<file path="config.mk">
export PLATFORM = sky130hd
export DESIGN_NAME = spc_regs
export DESIGN_NICKNAME = d
export VERILOG_FILES = /design/src/core/spc_pkg.sv /design/src/core/spc_cfg_if.sv /design/src/core/spc_port_ctl.sv /design/src/core/spc_regs.sv
export SDC_FILE = /design/constraint.sdc
export NUM_CORES = 1
export LEC_CHECK = 0
export BUFFER_PORTS_ARGS = -buffer_cell sky130_fd_sc_hd__clkbuf_2
export CAP_MARGIN = 30
export CORE_ASPECT_RATIO = 1.25
export CORE_MARGIN = 1.5
export CORE_UTILIZATION = 42
export CTS_CLUSTER_DIAMETER = 200
export DETAILED_ROUTE_END_ITERATION = 10
export PLACE_DENSITY = 0.75
export SETUP_SLACK_MARGIN = 0.02
export SYNTH_ARGS = -nofsm -noshare
export SYNTH_HDL_FRONTEND = slang
export SYNTH_SLANG_ARGS = --single-unit
</file>
<file path="constraint.sdc">
create_clock -name core_clk -period 0.8 [get_ports core_clk]
set_input_delay 0.16 -clock core_clk [delete_from_list [all_inputs] [get_ports core_clk]]
set_output_delay 0.16 -clock core_clk [all_outputs]
set_load 0.1 [all_outputs]
</file>
<file path="src/core/spc_pkg.sv">
package spc_pkg;
    // ------------------------------------------------------------
    // Widths
    // ------------------------------------------------------------
    localparam int ADDR_W = 12;
    localparam int DATA_W = 8;

    // ------------------------------------------------------------
    // Register offsets
    // ------------------------------------------------------------
    localparam logic [ADDR_W-1:0] SERIAL_PORT_CONFIG_OFS   = 12'h000;
    localparam logic [ADDR_W-1:0] READBACK_BANK_SELECT_OFS = 12'h004;

    // ------------------------------------------------------------
    // Field positions
    // ------------------------------------------------------------
    localparam int PIN_DIR_BIT    = 7;
    localparam int LSB_FIRST_BIT  = 6;
    localparam int SOFT_RESET_BIT = 5;
    localparam int UNUSED_BIT     = 4;
    localparam int BANK_SEL_BIT   = 0;

    // ------------------------------------------------------------
    // Reset values and address step
    // ------------------------------------------------------------
    localparam logic [DATA_W-1:0] SERIAL_PORT_CONFIG_RST   = 8'h00;
    localparam logic [DATA_W-1:0] READBACK_BANK_SELECT_RST = 8'h00;
    localparam logic [ADDR_W-1:0] ADDR_ONE                 = 12'h001;
endpackage

</file>
<file path="src/core/spc_cfg_if.sv">
`timescale 1ns/10ps
interface spc_cfg_if;
    logic pin_dir;
    logic lsb_first;
    logic i2c_mode;

    modport regs (output pin_dir, output lsb_first, output i2c_mode);
    modport port (input pin_dir, input lsb_first, input i2c_mode);
endinterface

</file>
<file path="src/core/spc_port_ctl.sv">
`timescale 1ns/10ps
module spc_port_ctl (
    // Clock and reset
    input  wire logic                       core_clk,
    input  wire logic                       rst_n,
    // Configuration
    spc_cfg_if.port                         cfg,
    // Serial engine status
    input  wire logic                       read_phase,
    input  wire logic [spc_pkg::ADDR_W-1:0] cur_addr,
    // Pin control and stepping
    output logic                            sdio_oe_n,
    output logic                            serial_read_out_pin_oe_n,
    output logic                            shift_lsb_first,
    output logic [spc_pkg::ADDR_W-1:0]      next_addr
);
    logic spi_pin_dir;
    logic spi_lsb;

    // Bits 7 and 6 mean nothing on the I2C port
    // I2C gating
    assign spi_pin_dir = cfg.pin_dir & ~cfg.i2c_mode;
    assign spi_lsb     = cfg.lsb_first & ~cfg.i2c_mode;

    // --------------------------------------------------------
    // Data pin drive
    // --------------------------------------------------------
    always_ff @(posedge core_clk or negedge rst_n) begin
        if (!rst_n) begin
            sdio_oe_n                <= 1'b1;
            serial_read_out_pin_oe_n <= 1'b1;
        end else begin
            sdio_oe_n                <= ~(read_phase & ~spi_pin_dir & ~cfg.i2c_mode);
            serial_read_out_pin_oe_n <= ~(read_phase & spi_pin_dir);
        end
    end

    // --------------------------------------------------------
    // Bit order and address stepping
    // --------------------------------------------------------
    always_ff @(posedge core_clk or negedge rst_n) begin
        if (!rst_n) begin
            shift_lsb_first <= 1'b0;
            next_addr       <= '0;
        end else begin
            shift_lsb_first <= spi_lsb;
            next_addr       <= spi_lsb ? cur_addr + spc_pkg::ADDR_ONE
                                       : cur_addr - spc_pkg::ADDR_ONE;
        end
    end
endmodule

</file>
<file path="src/core/spc_regs.sv">
`timescale 1ns/10ps
//
// Contract
// - Bit7 clear: bidirectional pin, output pin released
// - Bit7 set: reads on separate output pin
// - Bit6 clear: MSB first, address decrements
// - Bit6 set: LSB first, address increments
// - I2C mode ignores bits 7 and 6
// - Bit5 write resets registers, self-clears
// - Bank select clear: read buffer bank
// - Bank select set: read active bank
module spc_regs (
    // Clock and reset
    input  wire logic                       core_clk,
    input  wire logic                       reset_n,
    // Port mode from serial engine
    input  wire logic                       i2c_mode,
    input  wire logic                       read_phase,
    // Register access from serial engine
    input  wire logic                       reg_wr_en,
    input  wire logic                       reg_rd_en,
    input  wire logic [spc_pkg::ADDR_W-1:0] reg_addr,
    input  wire logic [spc_pkg::DATA_W-1:0] reg_wdata,
    output logic      [spc_pkg::DATA_W-1:0] reg_rdata,
    output logic                            reg_rd_valid,
    // Other register banks
    input  wire logic [spc_pkg::DATA_W-1:0] buffer_rdata,
    input  wire logic [spc_pkg::DATA_W-1:0] active_rdata,
    output logic                            soft_reset,
    // Port behaviour
    output logic                            pin_direction_select,
    output logic                            lsb_first,
    output logic                            readback_active,
    output logic                            sdio_oe_n,
    output logic                            serial_read_out_pin_oe_n,
    output logic                            shift_lsb_first,
    output logic [spc_pkg::ADDR_W-1:0]      next_addr
);
    // ------------------------------------------------------------
    // Reset release
    // ------------------------------------------------------------
    logic rst_meta;
    logic rst_n;

    always_ff @(posedge core_clk or negedge reset_n) begin
        if (!reset_n) begin
            rst_meta <= 1'b0;
            rst_n    <= 1'b0;
        end else begin
            rst_meta <= 1'b1;
            rst_n    <= rst_meta;
        end
    end

    // ------------------------------------------------------------
    // Decode
    // ------------------------------------------------------------
    function automatic logic hit(input logic [spc_pkg::ADDR_W-1:0] a,
                                 input logic [spc_pkg::ADDR_W-1:0] ofs);
        hit = (a == ofs);
    endfunction

    logic wr_cfg;
    logic wr_bank;
    logic soft_req;

    assign wr_cfg   = reg_wr_en & hit(reg_addr, spc_pkg::SERIAL_PORT_CONFIG_OFS);
    assign wr_bank  = reg_wr_en & hit(reg_addr, spc_pkg::READBACK_BANK_SELECT_OFS);
    assign soft_req = wr_cfg & reg_wdata[spc_pkg::SOFT_RESET_BIT];

    // ------------------------------------------------------------
    // Configuration registers
    // ------------------------------------------------------------
    // Bits 7 and 6 are taken as written unless bit 5 is set; the mirror nibble only
    // exists so the byte decodes the same in either bit order.
    // mirror nibble unused
    always_ff @(posedge core_clk or negedge rst_n) begin
        if (!rst_n) begin
            pin_direction_select <= spc_pkg::SERIAL_PORT_CONFIG_RST[spc_pkg::PIN_DIR_BIT];
            lsb_first            <= spc_pkg::SERIAL_PORT_CONFIG_RST[spc_pkg::LSB_FIRST_BIT];
        end else if (soft_req) begin
            pin_direction_select <= spc_pkg::SERIAL_PORT_CONFIG_RST[spc_pkg::PIN_DIR_BIT];
            lsb_first            <= spc_pkg::SERIAL_PORT_CONFIG_RST[spc_pkg::LSB_FIRST_BIT];
        end else if (wr_cfg) begin
            pin_direction_select <= reg_wdata[spc_pkg::PIN_DIR_BIT];
            lsb_first            <= reg_wdata[spc_pkg::LSB_FIRST_BIT];
        end
    end

    always_ff @(posedge core_clk or negedge rst_n) begin
        if (!rst_n) begin
            readback_active <= spc_pkg::READBACK_BANK_SELECT_RST[spc_pkg::BANK_SEL_BIT];
        end else if (soft_req) begin
            readback_active <= spc_pkg::READBACK_BANK_SELECT_RST[spc_pkg::BANK_SEL_BIT];
        end else if (wr_bank) begin
            readback_active <= reg_wdata[spc_pkg::BANK_SEL_BIT];
        end
    end

    // Pulse to the other banks; bit never holds so it self-clears
    // one-cycle reset pulse
    always_ff @(posedge core_clk or negedge rst_n) begin
        if (!rst_n) begin
            soft_reset <= 1'b0;
        end else begin
            soft_reset <= soft_req;
        end
    end

    // ------------------------------------------------------------
    // Readback
    // ------------------------------------------------------------
    logic [spc_pkg::DATA_W-1:0] cfg_view;

    // Bits 7:6 read zero in I2C mode; bit 4 and its mirror zero
    always_comb begin
        cfg_view = '0;
        cfg_view[spc_pkg::PIN_DIR_BIT]   = pin_direction_select & ~i2c_mode;
        cfg_view[spc_pkg::LSB_FIRST_BIT] = lsb_first & ~i2c_mode;
        cfg_view[spc_pkg::UNUSED_BIT]    = 1'b0;
        for (int i = 0; i < 4; i++) begin
            cfg_view[i] = cfg_view[7-i];
        end
    end

    always_ff @(posedge core_clk or negedge rst_n) begin
        if (!rst_n) begin
            reg_rdata    <= '0;
            reg_rd_valid <= 1'b0;
        end else begin
            reg_rd_valid <= reg_rd_en;
            if (reg_rd_en) begin
                if (hit(reg_addr, spc_pkg::SERIAL_PORT_CONFIG_OFS)) begin
                    reg_rdata <= cfg_view;
                end else if (hit(reg_addr, spc_pkg::READBACK_BANK_SELECT_OFS)) begin
                    reg_rdata <= {7'h00, readback_active};
                end else if (readback_active) begin
                    reg_rdata <= active_rdata;
                end else begin
                    reg_rdata <= buffer_rdata;
                end
            end
        end
    end

    // ------------------------------------------------------------
    // Pin and stepping control
    // ------------------------------------------------------------
    spc_cfg_if cfg_bus ();

    assign cfg_bus.pin_dir   = pin_direction_select;
    assign cfg_bus.lsb_first = lsb_first;
    assign cfg_bus.i2c_mode  = i2c_mode;

    spc_port_ctl u_port_ctl (
        .core_clk                 (core_clk),
        .rst_n                    (rst_n),
        .cfg                      (cfg_bus),
        .read_phase               (read_phase),
        .cur_addr                 (reg_addr),
        .sdio_oe_n                (sdio_oe_n),
        .serial_read_out_pin_oe_n (serial_read_out_pin_oe_n),
        .shift_lsb_first          (shift_lsb_first),
        .next_addr                (next_addr)
    );
endmodule

</file>
# Word level (Yosys, flattened, before mapping)
# Cells that the tools add are included.
[totals]
reg_bits = 30
input_bits = 42
output_inout_bits = 28
wordCells = 40
[classes]
n_addsub = 2
n_eq_ne = 1
muxes = 10
bitwise_logic = 12
reduce_logical = 3
[ops]
columns = ["operator", "count"]
rows = [
  ["2-to-1 mux 8 bit", 3],
  ["adder 12 x 1 -> 12 bit (second input constant)", 1],
  ["== test 12 x 3 -> 1 bit (second input constant)", 1],
  ["logical NOT 12 bit", 1],
  ["2-to-1 mux 12 bit", 1],
  ["subtractor 12 x 1 -> 12 bit (second input constant)", 1],
  ["AND 1 bit", 8],
  ["2-to-1 mux 1 bit", 6],
  ["NOT 1 bit", 4],
  ["nonzero test 2 bit", 2],
]

# Depth between registers and ports, before layout
# Gate-level depths: netlist of the first run.
[depth]
ltp_word = 6
ltp_mapped = 8
ltp_nobuf = 7

# Cells and area by module
# From an unflattened synthesis of the first run, not the netlist that was laid out.
[unflattened]
cells_unflattened = 148
area_unflattened_um2 = 1704.1
[by_module_without_submodules]
columns = ["mod", "n_inst", "cells_per_inst", "area_each_um2", "seq_area_each_um2"]
rows = [
  ["spc_port_ctl", 1, 79, 903.4, 377.9],
  ["spc_regs", 1, 69, 800.8, 375.4],
]

# Least setup slack after synthesis of the first run
# No wires, ideal clock.
[synth_path]
path_type = "flip-flop to flip-flop"
startpoint = "reg lsb_first"
endpoint = "reg u_port_ctl.next_addr[8] (netlist bit)"
setup_ps = 132
arrival_time_ps = 2946
required_time_ps = 668
setup_slack_ps = -2277
stages_incl_launch_ff = 8
n_path_buf = 0
synth_period_minus_slack_ps = 3077
path_cell_list = "dfrtp_1 nand2b_1 fa_1 a211oi_1 o21bai_1 a2111oi_0 nor3_1 xor2_1"
[synth_via]
elab_chain_cells = 2
[synth_lines]
columns = ["element", "line_no", "rtl"]
rows = [
  ["from (decl)", "spc_regs.sv:32", "output logic lsb_first,"],
  ["from (signal assigned)", "spc_regs.sv:80", "lsb_first <= spc_pkg::SERIAL_PORT_CONFIG_RST[spc_pkg::LSB_FIRST_BIT];"],
  ["from (signal assigned)", "spc_regs.sv:83", "lsb_first <= spc_pkg::SERIAL_PORT_CONFIG_RST[spc_pkg::LSB_FIRST_BIT];"],
  ["from (signal assigned)", "spc_regs.sv:86", "lsb_first <= reg_wdata[spc_pkg::LSB_FIRST_BIT];"],
  ["AND 1 bit", "spc_port_ctl.sv:23", "assign spi_lsb = cfg.lsb_first & ~cfg.i2c_mode;"],
  ["2-to-1 mux 12 bit", "spc_port_ctl.sv:47", "next_addr <= spi_lsb ? cur_addr + spc_pkg::ADDR_ONE"],
  ["to (signal assigned)", "spc_port_ctl.sv:47", ""],
  ["to (decl)", "spc_port_ctl.sv:15", "output logic [spc_pkg::ADDR_W-1:0] next_addr"],
]
# Every way passes these cells.
# A chain may end at the register's enable or synchronous reset.

# Worst setup path after layout of the first run
[layout_path]
startpoint = "reg lsb_first"
endpoint = "reg u_port_ctl.next_addr[9] (netlist bit)"
# The elaborated chain is that of the path after synthesis.

==> flow_summary.yaml, run 1 <==
critical_path:
  critPathMaxFanout: 7
  slowest_stage: "dfrtp_4"
  worstPathRequired_ps: 1000
  crit_arrival_ps: 2350
  r2r_end: "u_port_ctl.next_addr[9]"
  critPathKind: "reg -> reg"
  cp_top_family: "compound AO/OA/AOI/OAI gates"
  worst_setup_path_start_kind: "flop"
  slowest_delay_ps: 500
  end_kind: "flop"
  path_cells: "nand2b_4, buf_6, ha_1, buf_4, a21oi_1, a21oi_2, a21boi_1, xnor2_1"
  cp_num_buf_inv: 2
  r2r_start: "lsb_first"
  reg2reg_depth: 8
  r2r_slack_ps: -1350
routing:
  drtPass1Iterations: 6
  drc: 0
  routed-via-count: 1749
  first_iter_violations: 55
  drt-total-wl_mm: 6.914
  ant_nets: 0
  vias_per_cell: 5.570
  wire_per_inst_um: 22.02
worst_hold_path:
  min_from: "reg_wdata[7]"
  holdPathStages: 3
  holdPathEnd: "pin_direction_select"
  min_path_type: "in -> reg"
sta:
  finalHoldViolations: 0
  fin_crit_ps: 2152
  post-route-period-util_pct: 269.0
  drv_slew: 0
  setup_viol: 54
  skew_ps: 9.004
  fin_hold_ws_ps: 86.75
  worst_slack_ps: -1352
  rsz0062_at_grt: "yes"
  timing.fmax_mhz: 464.6
final_layout:
  fillers: 130
  regArea_sq_um: 859.6
  area_growth_pct: 112.2
  utilization_pct: 92.17
  multi_input_area_sq_um: 1105
  layout.nets: 326
  design_area_sq_um: 3431
  drive_above_1_share_pct: 74.82
  antenna-diode-count: 0
synth:
  yosys.cell_count.top_type: "dfrtp_1"
  avgSynthCellArea_sq_um: 10.71
  synth_fp_nets: 204
  synth_top_flop_cell: "dfrtp_1"
  ys_seq_elements: 30
  yosysSeqAreaShare_pct: 46.59
  synthDistinctLibCells: 38
  syn_area_sq_um: 1617
  synth_top_area_share_pct: 43.34
  yosys.area.top_type: "dfrtp_1"
  ys_top_cells_by_area: "dfrtp_1, ha_1, mux2_2"
  synth_top_cells_by_count: "dfrtp_1, a21oi_1, o21ai_0"
  netlist_instances: 151
  async_flop_share_pct: 100.0
  yosysWarnings: 0
  synth_edf_count: 0
power_and_ir_drop:
  p_per_area_nw_per_um2: 1641
  p_total_mw: 5.631
  peakVddDrop_v: 0.001628
  p_leak_nw: 1.504
global_route:
  antenna_found_initial: 0
  overflow: 0
  grt_use_total_pct: 29.76
  grt_max_degree: 29
  grt_pass1_vias: 1876
  grt_first_pass_wirelength_mm: 9.004
die:
  ios: 70
  chipHeight_um: 72.37
  fp.coreArea_sq_um: 3722
  start_util_pct: 43.43
  rows: 25
  die_x_um: 58.49
  dieArea_sq_um: 4233
clock_network:
  cts-root-buf: "clkbuf_8"
  clk_path_buf_depth: 2
  htreeDepth: 2
  cts_tree: "built"
  cts_inserted_buffers: 5
  clk_pin_slew_ps: 70
  cts.sinks: 30
  worstSkewPairLatency_ps: 300
place:
  port_buffers: 65
  gp_congestion: 0.8447
  pre_cts_slack_ps: -1322
  dpl_cell_area_sq_um: 2974
  dp_hpwl_mm: 3.760
job:
  max-cap-violations: 0
outcome:
  violations: "negative setup slack"
  status: "complete, but fails checks"
-- how the worst max path moves through the flow --
| stage | from | end | slack, ps | cells past startpoint |
|---|---|---|---|---|
| floorplan | lsb_first | u_port_ctl.next_addr[8] | -1420 | 7 |
| global placement | lsb_first | u_port_ctl.next_addr[8] | -1220 | 7 |
| detailed placement | lsb_first | u_port_ctl.next_addr[8] | -1320 | 7 |
| CTS | lsb_first | u_port_ctl.next_addr[8] | -1280 | 7 |
| global route | lsb_first | u_port_ctl.next_addr[9] | -1460 | 8 |
| finish | lsb_first | u_port_ctl.next_addr[9] | -1350 | 8 |
-- kinds of logic after synthesis --
| kind of cell | count (synthesis) | share of synthesized area [%] |
|---|---|---|
| AO/OA/AOI/OAI | 36 | 15.17 |
| XOR/XNOR | 11 | 5.960 |
| adder cells (fa/ha/maj) | 11 | 8.978 |
| buffers and inverters | 13 | 3.095 |
| flip-flops | 30 | 46.59 |
| multiplexers | 10 | 6.734 |
| other | 1 | 0.2320 |
| AND/OR/NAND/NOR | 39 | 13.24 |
-- layout make-up --
| type | instances | share of cell area [%] |
|---|---|---|
| multi-input combinational | 108 | 32.20 |
| clock buffer | 5 | 2.006 |
| timing repair buffer | 120 | 37.24 |
| tap | 40 | 1.459 |
| clock inverter | 3 | 1.167 |
| inverter | 8 | 0.8753 |
| sequential | 30 | 25.05 |
-- where the power goes --
group	switching (mW)	internal [mW]	leakage [nW]	total [mW]
logic	1.34	0.908	1.12	2.24
clock network	0.640	0.916	0.0579	1.56
registers	0.119	1.71	0.329	1.83
total	2.10	3.53	1.50	5.63
-- through the flow --
| stage | cells | setup TNS [ps] |
|---|---|---|
| 2_1_floorplan | 151 | -18310 |
| 3_3_place_gp | 293 | -18520 |
| 6_report | 314 | -27370 |
| 3_5_place_dp | 293 | -20020 |
| 5_1_grt | 314 | -29030 |
| 4_1_cts | 314 | -26390 |
-- layer usage --
metal | global-route usage (%) | wire length (um) | vias up | share of wire (%)
met5 | 0 | 0 | - | 0
met4 | 15.76 | 217 | 0 | 3.1
met3 | 6.061 | 315 | 21 | 4.6
met2 | 56.55 | 4014 | 88 | 58
met1 | 29.23 | 2367 | 860 | 34
li1 | - | - | 780 | -
-- timing repair --
| action | in CTS | in global routing |
|---|---|---|
| resized for setup | 22 | 35 |
| setup endpoints to repair | 54 | 54 |
| pin swaps | 19 | 24 |
| hold buffers | 1 | 0 |
| gates cloned | 0 | 0 |
| buffers inserted | 12 | 6 |
| endpoints found under the hold margin | 2 | 0 |
-- state kept, by name (all words and copies together) (netlist names) --
register,count
u_port_ctl.next_addr,12
reg_rdata,8
lsb_first,1
pin_direction_select,1
readback_active,1
reg_rd_valid,1
rst_meta,1
rst_n,1
soft_reset,1
u_port_ctl.sdio_oe_n,1
u_port_ctl.serial_read_out_pin_oe_n,1
u_port_ctl.shift_lsb_first,1
-- worst reg2reg max path: cells and delay by family (launching register included) --
kind	cells	cell delay (ps)
buf+inv	2	350
flops	1	500
fa+ha+maj	1	270
simple gates	1	170
compound gates	3	590
xor+xnor	1	170
-- cell usage in the layout (no fill, tap or decap), drive strengths merged, types with 4 or more instances in the layout --
cell type and n:
o21ai 11, xnor2 7, nand3 6, clkbuf 39, nand2 5, mux2 7, dfrtp 28, xor2 4
buf 85, ha 10, nor2 7, nor3 4, a21oi 13, inv 8
Power figures use the tool's default switching activity.
==> run 2, diff against run 1 <==
--- a/config.mk
+++ b/config.mk
@@ -9,10 +9,11 @@
 export CAP_MARGIN = 30
 export CORE_ASPECT_RATIO = 1.25
 export CORE_MARGIN = 1.5
-export CORE_UTILIZATION = 42
+export CORE_UTILIZATION = 47
+export CTS_BUF_LIST = sky130_fd_sc_hd__clkbuf_8 sky130_fd_sc_hd__clkbuf_16
 export CTS_CLUSTER_DIAMETER = 200
 export DETAILED_ROUTE_END_ITERATION = 10
-export PLACE_DENSITY = 0.75
+export PLACE_DENSITY = 0.79
 export SETUP_SLACK_MARGIN = 0.02
 export SYNTH_ARGS = -nofsm -noshare
 export SYNTH_HDL_FRONTEND = slang
==> constraint.sdc (replaced) <==
create_clock -name core_clk -period 2.56 [get_ports core_clk]
set_input_delay 0.512 -clock core_clk [delete_from_list [all_inputs] [get_ports core_clk]]
set_output_delay 0.512 -clock core_clk [all_outputs]
set_load 0.1 [all_outputs]
==> flow_summary.yaml, run 2 (same netlist as run 1, synthesis figures left out) <==
final_layout:
  fillers: 295
  utilization_pct: 65.91
  area_growth_pct: 32.59
  final_common_cell: "clkbuf_2"
  finalNonFillerCells: 266
  reg_top3: "u_port_ctl.next_addr: 12 flops, reg_rdata: 8 flops"
  drive_above_1_share_pct: 42.36
  layout.nets: 281
  top_register: "u_port_ctl.next_addr"
  largest_reg_flops: 12
  design_area_sq_um: 2143
  layout_common_cells: "clkbuf_2, dfrtp_1, a21oi_1"
  antenna-diode-count: 0
sta:
  setup_viol: 0
  worst_slack_ps: 324.2
  rsz0062_at_grt: "no"
  skew_ps: 3.589
  post-route-period-util_pct: 87.34
  fin_setup_tns_ps: 0
  fin_crit_ps: 2236
  fin_hold_ws_ps: 248.3
  finalHoldViolations: 0
  drv_slew: 0
  tightest_slew_ps: 552.4
  timing.fmax_mhz: 447.3
  maxSlewHeadroom_pct: 63.33
clock_network:
  cts_tree: "built"
  clk_path_buf_depth: 2
  cts_setup_buffers: 0
  cts_inserted_buffers: 5
  worstSkewPairLatency_ps: 280
  cts.sinks: 30
  cts-root-buf: "clkbuf_8"
  ctsResizeCount: 0
  clk_pin_slew_ps: 60
  htreeDepth: 2
die:
  dieArea_sq_um: 3803
  die_x_um: 55.46
  fp.coreArea_sq_um: 3252
  ios: 70
  chipHeight_um: 68.57
  start_util_pct: 49.71
  rows: 23
power_and_ir_drop:
  peakVddDrop_v: 0.0003575
  p_total_mw: 1.362
  p_per_area_nw_per_um2: 635.3
  p_leak_nw: 1.054
routing:
  wire_per_inst_um: 12.66
  drc: 0
  drt-total-wl_mm: 3.367
  routed-via-count: 1368
  first_iter_violations: 38
  ant_nets: 0
  vias_per_cell: 5.143
  drtPass1Iterations: 4
critical_path:
  crit_arrival_ps: 2390
  end_kind: "flop"
  critPathMaxFanout: 6
  worstPathRequired_ps: 2710
  critPathKind: "in -> reg"
  worst_setup_path_start_kind: "input port"
place:
  dpl_cell_area_sq_um: 2042
  gp_congestion: 0.7655
  placed_cells: 257
  port_buffers: 65
  pre_cts_slack_ps: 44.60
  dp_hpwl_mm: 2.681
global_route:
  overflow: 0
  grt_max_degree: 29
  grt_pass1_vias: 1267
  grt_first_pass_wirelength_mm: 5.437
  grt_use_total_pct: 19.10
  antenna_found_initial: 0
worst_hold_path:
  min_path_type: "reg -> async"
job:
  max-cap-violations: 0
outcome:
  status: "finished, final reports clean"
[run 2: cell type report]
class                   count  area, sq um  share of cell area [%]
flip-flops and latches     30        757.0                   35.32
clock buffers               6        82.58                   3.853
multi-input cells         108        815.8                   38.06
repair buffers             75        402.9                   18.80
well taps                  37        46.29                   2.160
clock inverters             2        8.758                  0.4086
inverters                   8        30.03                   1.401
[run 2: timing repair]
action,in CTS,in global routing
endpoints found under the setup margin,0,0
endpoints found under the hold margin,2,0
hold buffers,1,0
[run 2: critical path, cell delays in order]
cell and delay, ps:
clkbuf_2 90, nand2b_2 240, fa_1 420, a211oi_1 290, o21bai_1 140, a2111oi_0 420, nor3_1 120, xor2_1 150
[run 2: where the power goes]
group          switching [mW]  internal [mW]
registers              0.0120          0.512
logic                   0.360         0.0995
clock network           0.166          0.212
total                   0.538          0.823
[run 2: per-layer routing]
| layer | GRT usage, % | routed length (um) | vias up |
|---|---|---|---|
| met1 | 21.22 | 1407 | 617 |
| li1 | - | - | 692 |
| met3 | 4.478 | 198 | 7 |
| met5 | 0 | 0 | - |
| met2 | 34.52 | 1692 | 52 |
| met4 | 10.06 | 70 | 0 |
[run 2: worst paths after layout]
kind | startpoint | endpoint | slack [ps] | cells after the start
worst min register to register | rst_n | reg_rdata[4] | 250 | 1
worst max-delay path | i2c_mode | u_port_ctl.next_addr[8] | 320 | 8
min in group core_clk | rst_meta | rst_n | 350 | 0
max in group asynchronous | reset_n | rst_n | 1910 | 2
worst min-delay path | rst_n | reg_rdata[4] | 250 | 1
worst max register to register | lsb_first | u_port_ctl.next_addr[8] | 340 | 7
==> run 3, diff against run 2 <==
==> constraint.sdc (replaced) <==
create_clock -name core_clk -period 2.56 [get_ports core_clk]
set_input_delay 0 -clock core_clk [delete_from_list [all_inputs] [get_ports core_clk]]
set_output_delay 0 -clock core_clk [all_outputs]
set_load 0.1 [all_outputs]
==> flow_summary.yaml, run 3 (same netlist as run 1, synthesis figures left out) <==
outcome:
  status: "finished, final reports clean"
routing:
  routed-via-count: 1378
  vias_per_cell: 5.142
  first_iter_violations: 27
  drtPass1Iterations: 4
  wire_per_inst_um: 12.31
  drt-total-wl_mm: 3.298
  ant_nets: 0
  drc: 0
die:
  start_util_pct: 49.71
  fp.coreArea_sq_um: 3252
  die_x_um: 55.46
  ios: 70
  dieArea_sq_um: 3803
  rows: 23
  chipHeight_um: 68.57
place:
  placed_cells: 250
  dp_hpwl_mm: 2.567
  pre_cts_slack_ps: 267.4
  gp_congestion: 0.8554
  port_buffers: 65
sta:
  setup_viol: 0
  post-route-period-util_pct: 96.36
  skew_ps: 4.294
  fin_setup_tns_ps: 0
  maxSlewHeadroom_pct: 63.61
  fin_crit_ps: 2467
  rsz0062_at_grt: "no"
  finalHoldViolations: 0
  timing.fmax_mhz: 405.4
  worst_slack_ps: 93.18
  tightest_slew_ps: 548.2
  drv_slew: 0
final_layout:
  antenna-diode-count: 0
  drive_above_1_share_pct: 38.96
  finalNonFillerCells: 268
  area_growth_pct: 34.91
  layout.nets: 283
  top_register: "u_port_ctl.next_addr"
  reg_top3: "u_port_ctl.next_addr: 12 flops, reg_rdata: 8 flops"
  layout_common_cells: "clkbuf_2, dfrtp_1, a21oi_1"
  multi_input_area_sq_um: 815.8
  fillers: 291
  final_common_cell: "clkbuf_2"
  largest_reg_flops: 12
  regArea_sq_um: 757.0
clock_network:
  cts_tree: "built"
  ctsResizeCount: 0
  cts_inserted_buffers: 5
  clk_path_buf_depth: 2
  cts.sinks: 30
  worstSkewPairLatency_ps: 280
  cts-root-buf: "clkbuf_8"
  clk_pin_slew_ps: 60
  htreeDepth: 2
  cts_setup_buffers: 0
critical_path:
  critPathMaxFanout: 8
  slowest_delay_ps: 530
  critPathKind: "in -> reg"
  slowest_stage: "dlygate4sd3_1"
  end_kind: "flop"
  worst_setup_path_start_kind: "input port"
  path_cells: "dlygate4sd3_1, clkbuf_2, nand2b_2, fa_1, a211oi_1, o21bai_1, a2111oi_0, nor3_1, xor2_1"
  worstPathRequired_ps: 2720
  crit_arrival_ps: 2620
power_and_ir_drop:
  p_leak_nw: 1.053
  peakVddDrop_v: 0.0004865
  p_per_area_nw_per_um2: 625.7
worst_hold_path:
  min_path_type: "in -> reg"
global_route:
  grt_max_degree: 29
  grt_use_total_pct: 18.98
  overflow: 0
  antenna_found_initial: 0
  grt_first_pass_wirelength_mm: 5.430
  grt_pass1_vias: 1316
job:
  max-cap-violations: 0
run 3: worst paths after layout:
| kind | startpoint | endpoint | slack [ps] | cells after the start |
|---|---|---|---|---|
| min in group asynchronous | reset_n | rst_n | 30 | 2 |
| hold / removal | reg_rd_en | reg_rd_valid | 9 | 1 |
| hold reg to reg | rst_n | soft_reset | 240 | 1 |
| setup reg to reg | lsb_first | u_port_ctl.next_addr[8] | 180 | 7 |
| max in group asynchronous | rst_n | u_port_ctl.sdio_oe_n | 2020 | 1 |
| setup / recovery | i2c_mode | u_port_ctl.next_addr[8] | 90 | 9 |
run 3: timing repair:
action                                 CTS  global route
endpoints found under the hold margin    9             0
hold buffers                            10             0
setup endpoints to repair                0             0
run 3: layer usage:
layer / track usage, % / routed length (um) / vias to the layer above
li1: - / - / 695
met4: 9.146 / 72 / 0
met5: 0 / 0 / -
met1: 19.66 / 1342 / 624
met3: 5.784 / 215 / 5
met2: 35.42 / 1667 / 54
run 3: layout make-up:
| type | count | share of cell area [%] |
|---|---|---|
| Clock buffer | 6 | 3.787 |
| Clock inverter | 2 | 0.4016 |
| Inverter | 8 | 1.377 |
| Multi-Input combinational cell | 108 | 37.41 |
| Sequential cell | 30 | 34.71 |
| Tap cell | 37 | 2.123 |
| Timing Repair Buffer | 77 | 20.20 |
run 3: critical path: cells and delay by family:
kind / cells / cell delay, ps
xor gates and xnor gates: 1 / 160
AOI/OAI and AO/OA: 3 / 950
buffers and inverters: 2 / 660
adders and majority gates: 1 / 450
and+or+nand+nor: 2 / 400
run 3: where the power goes:
part	internal (mW)	switching, mW	total (mW)
sequential	0.512	0.0123	0.524
combinational	0.102	0.359	0.461
clock	0.212	0.167	0.379
run 3: through the flow:
stage	cell area (sq um)	hold slack (ps)	util, %	power, mW
3_3_place_gp	1989	-212.4	61.18	0.9839
5_1_grt	2181	14.18	67.06	1.432
4_1_cts	2181	6.867	67.06	1.382
6_report	2181	8.866	67.06	1.365
3_5_place_dp	1989	-211.9	61.18	0.9875
2_1_floorplan	1623	-295.6	-	0.8947
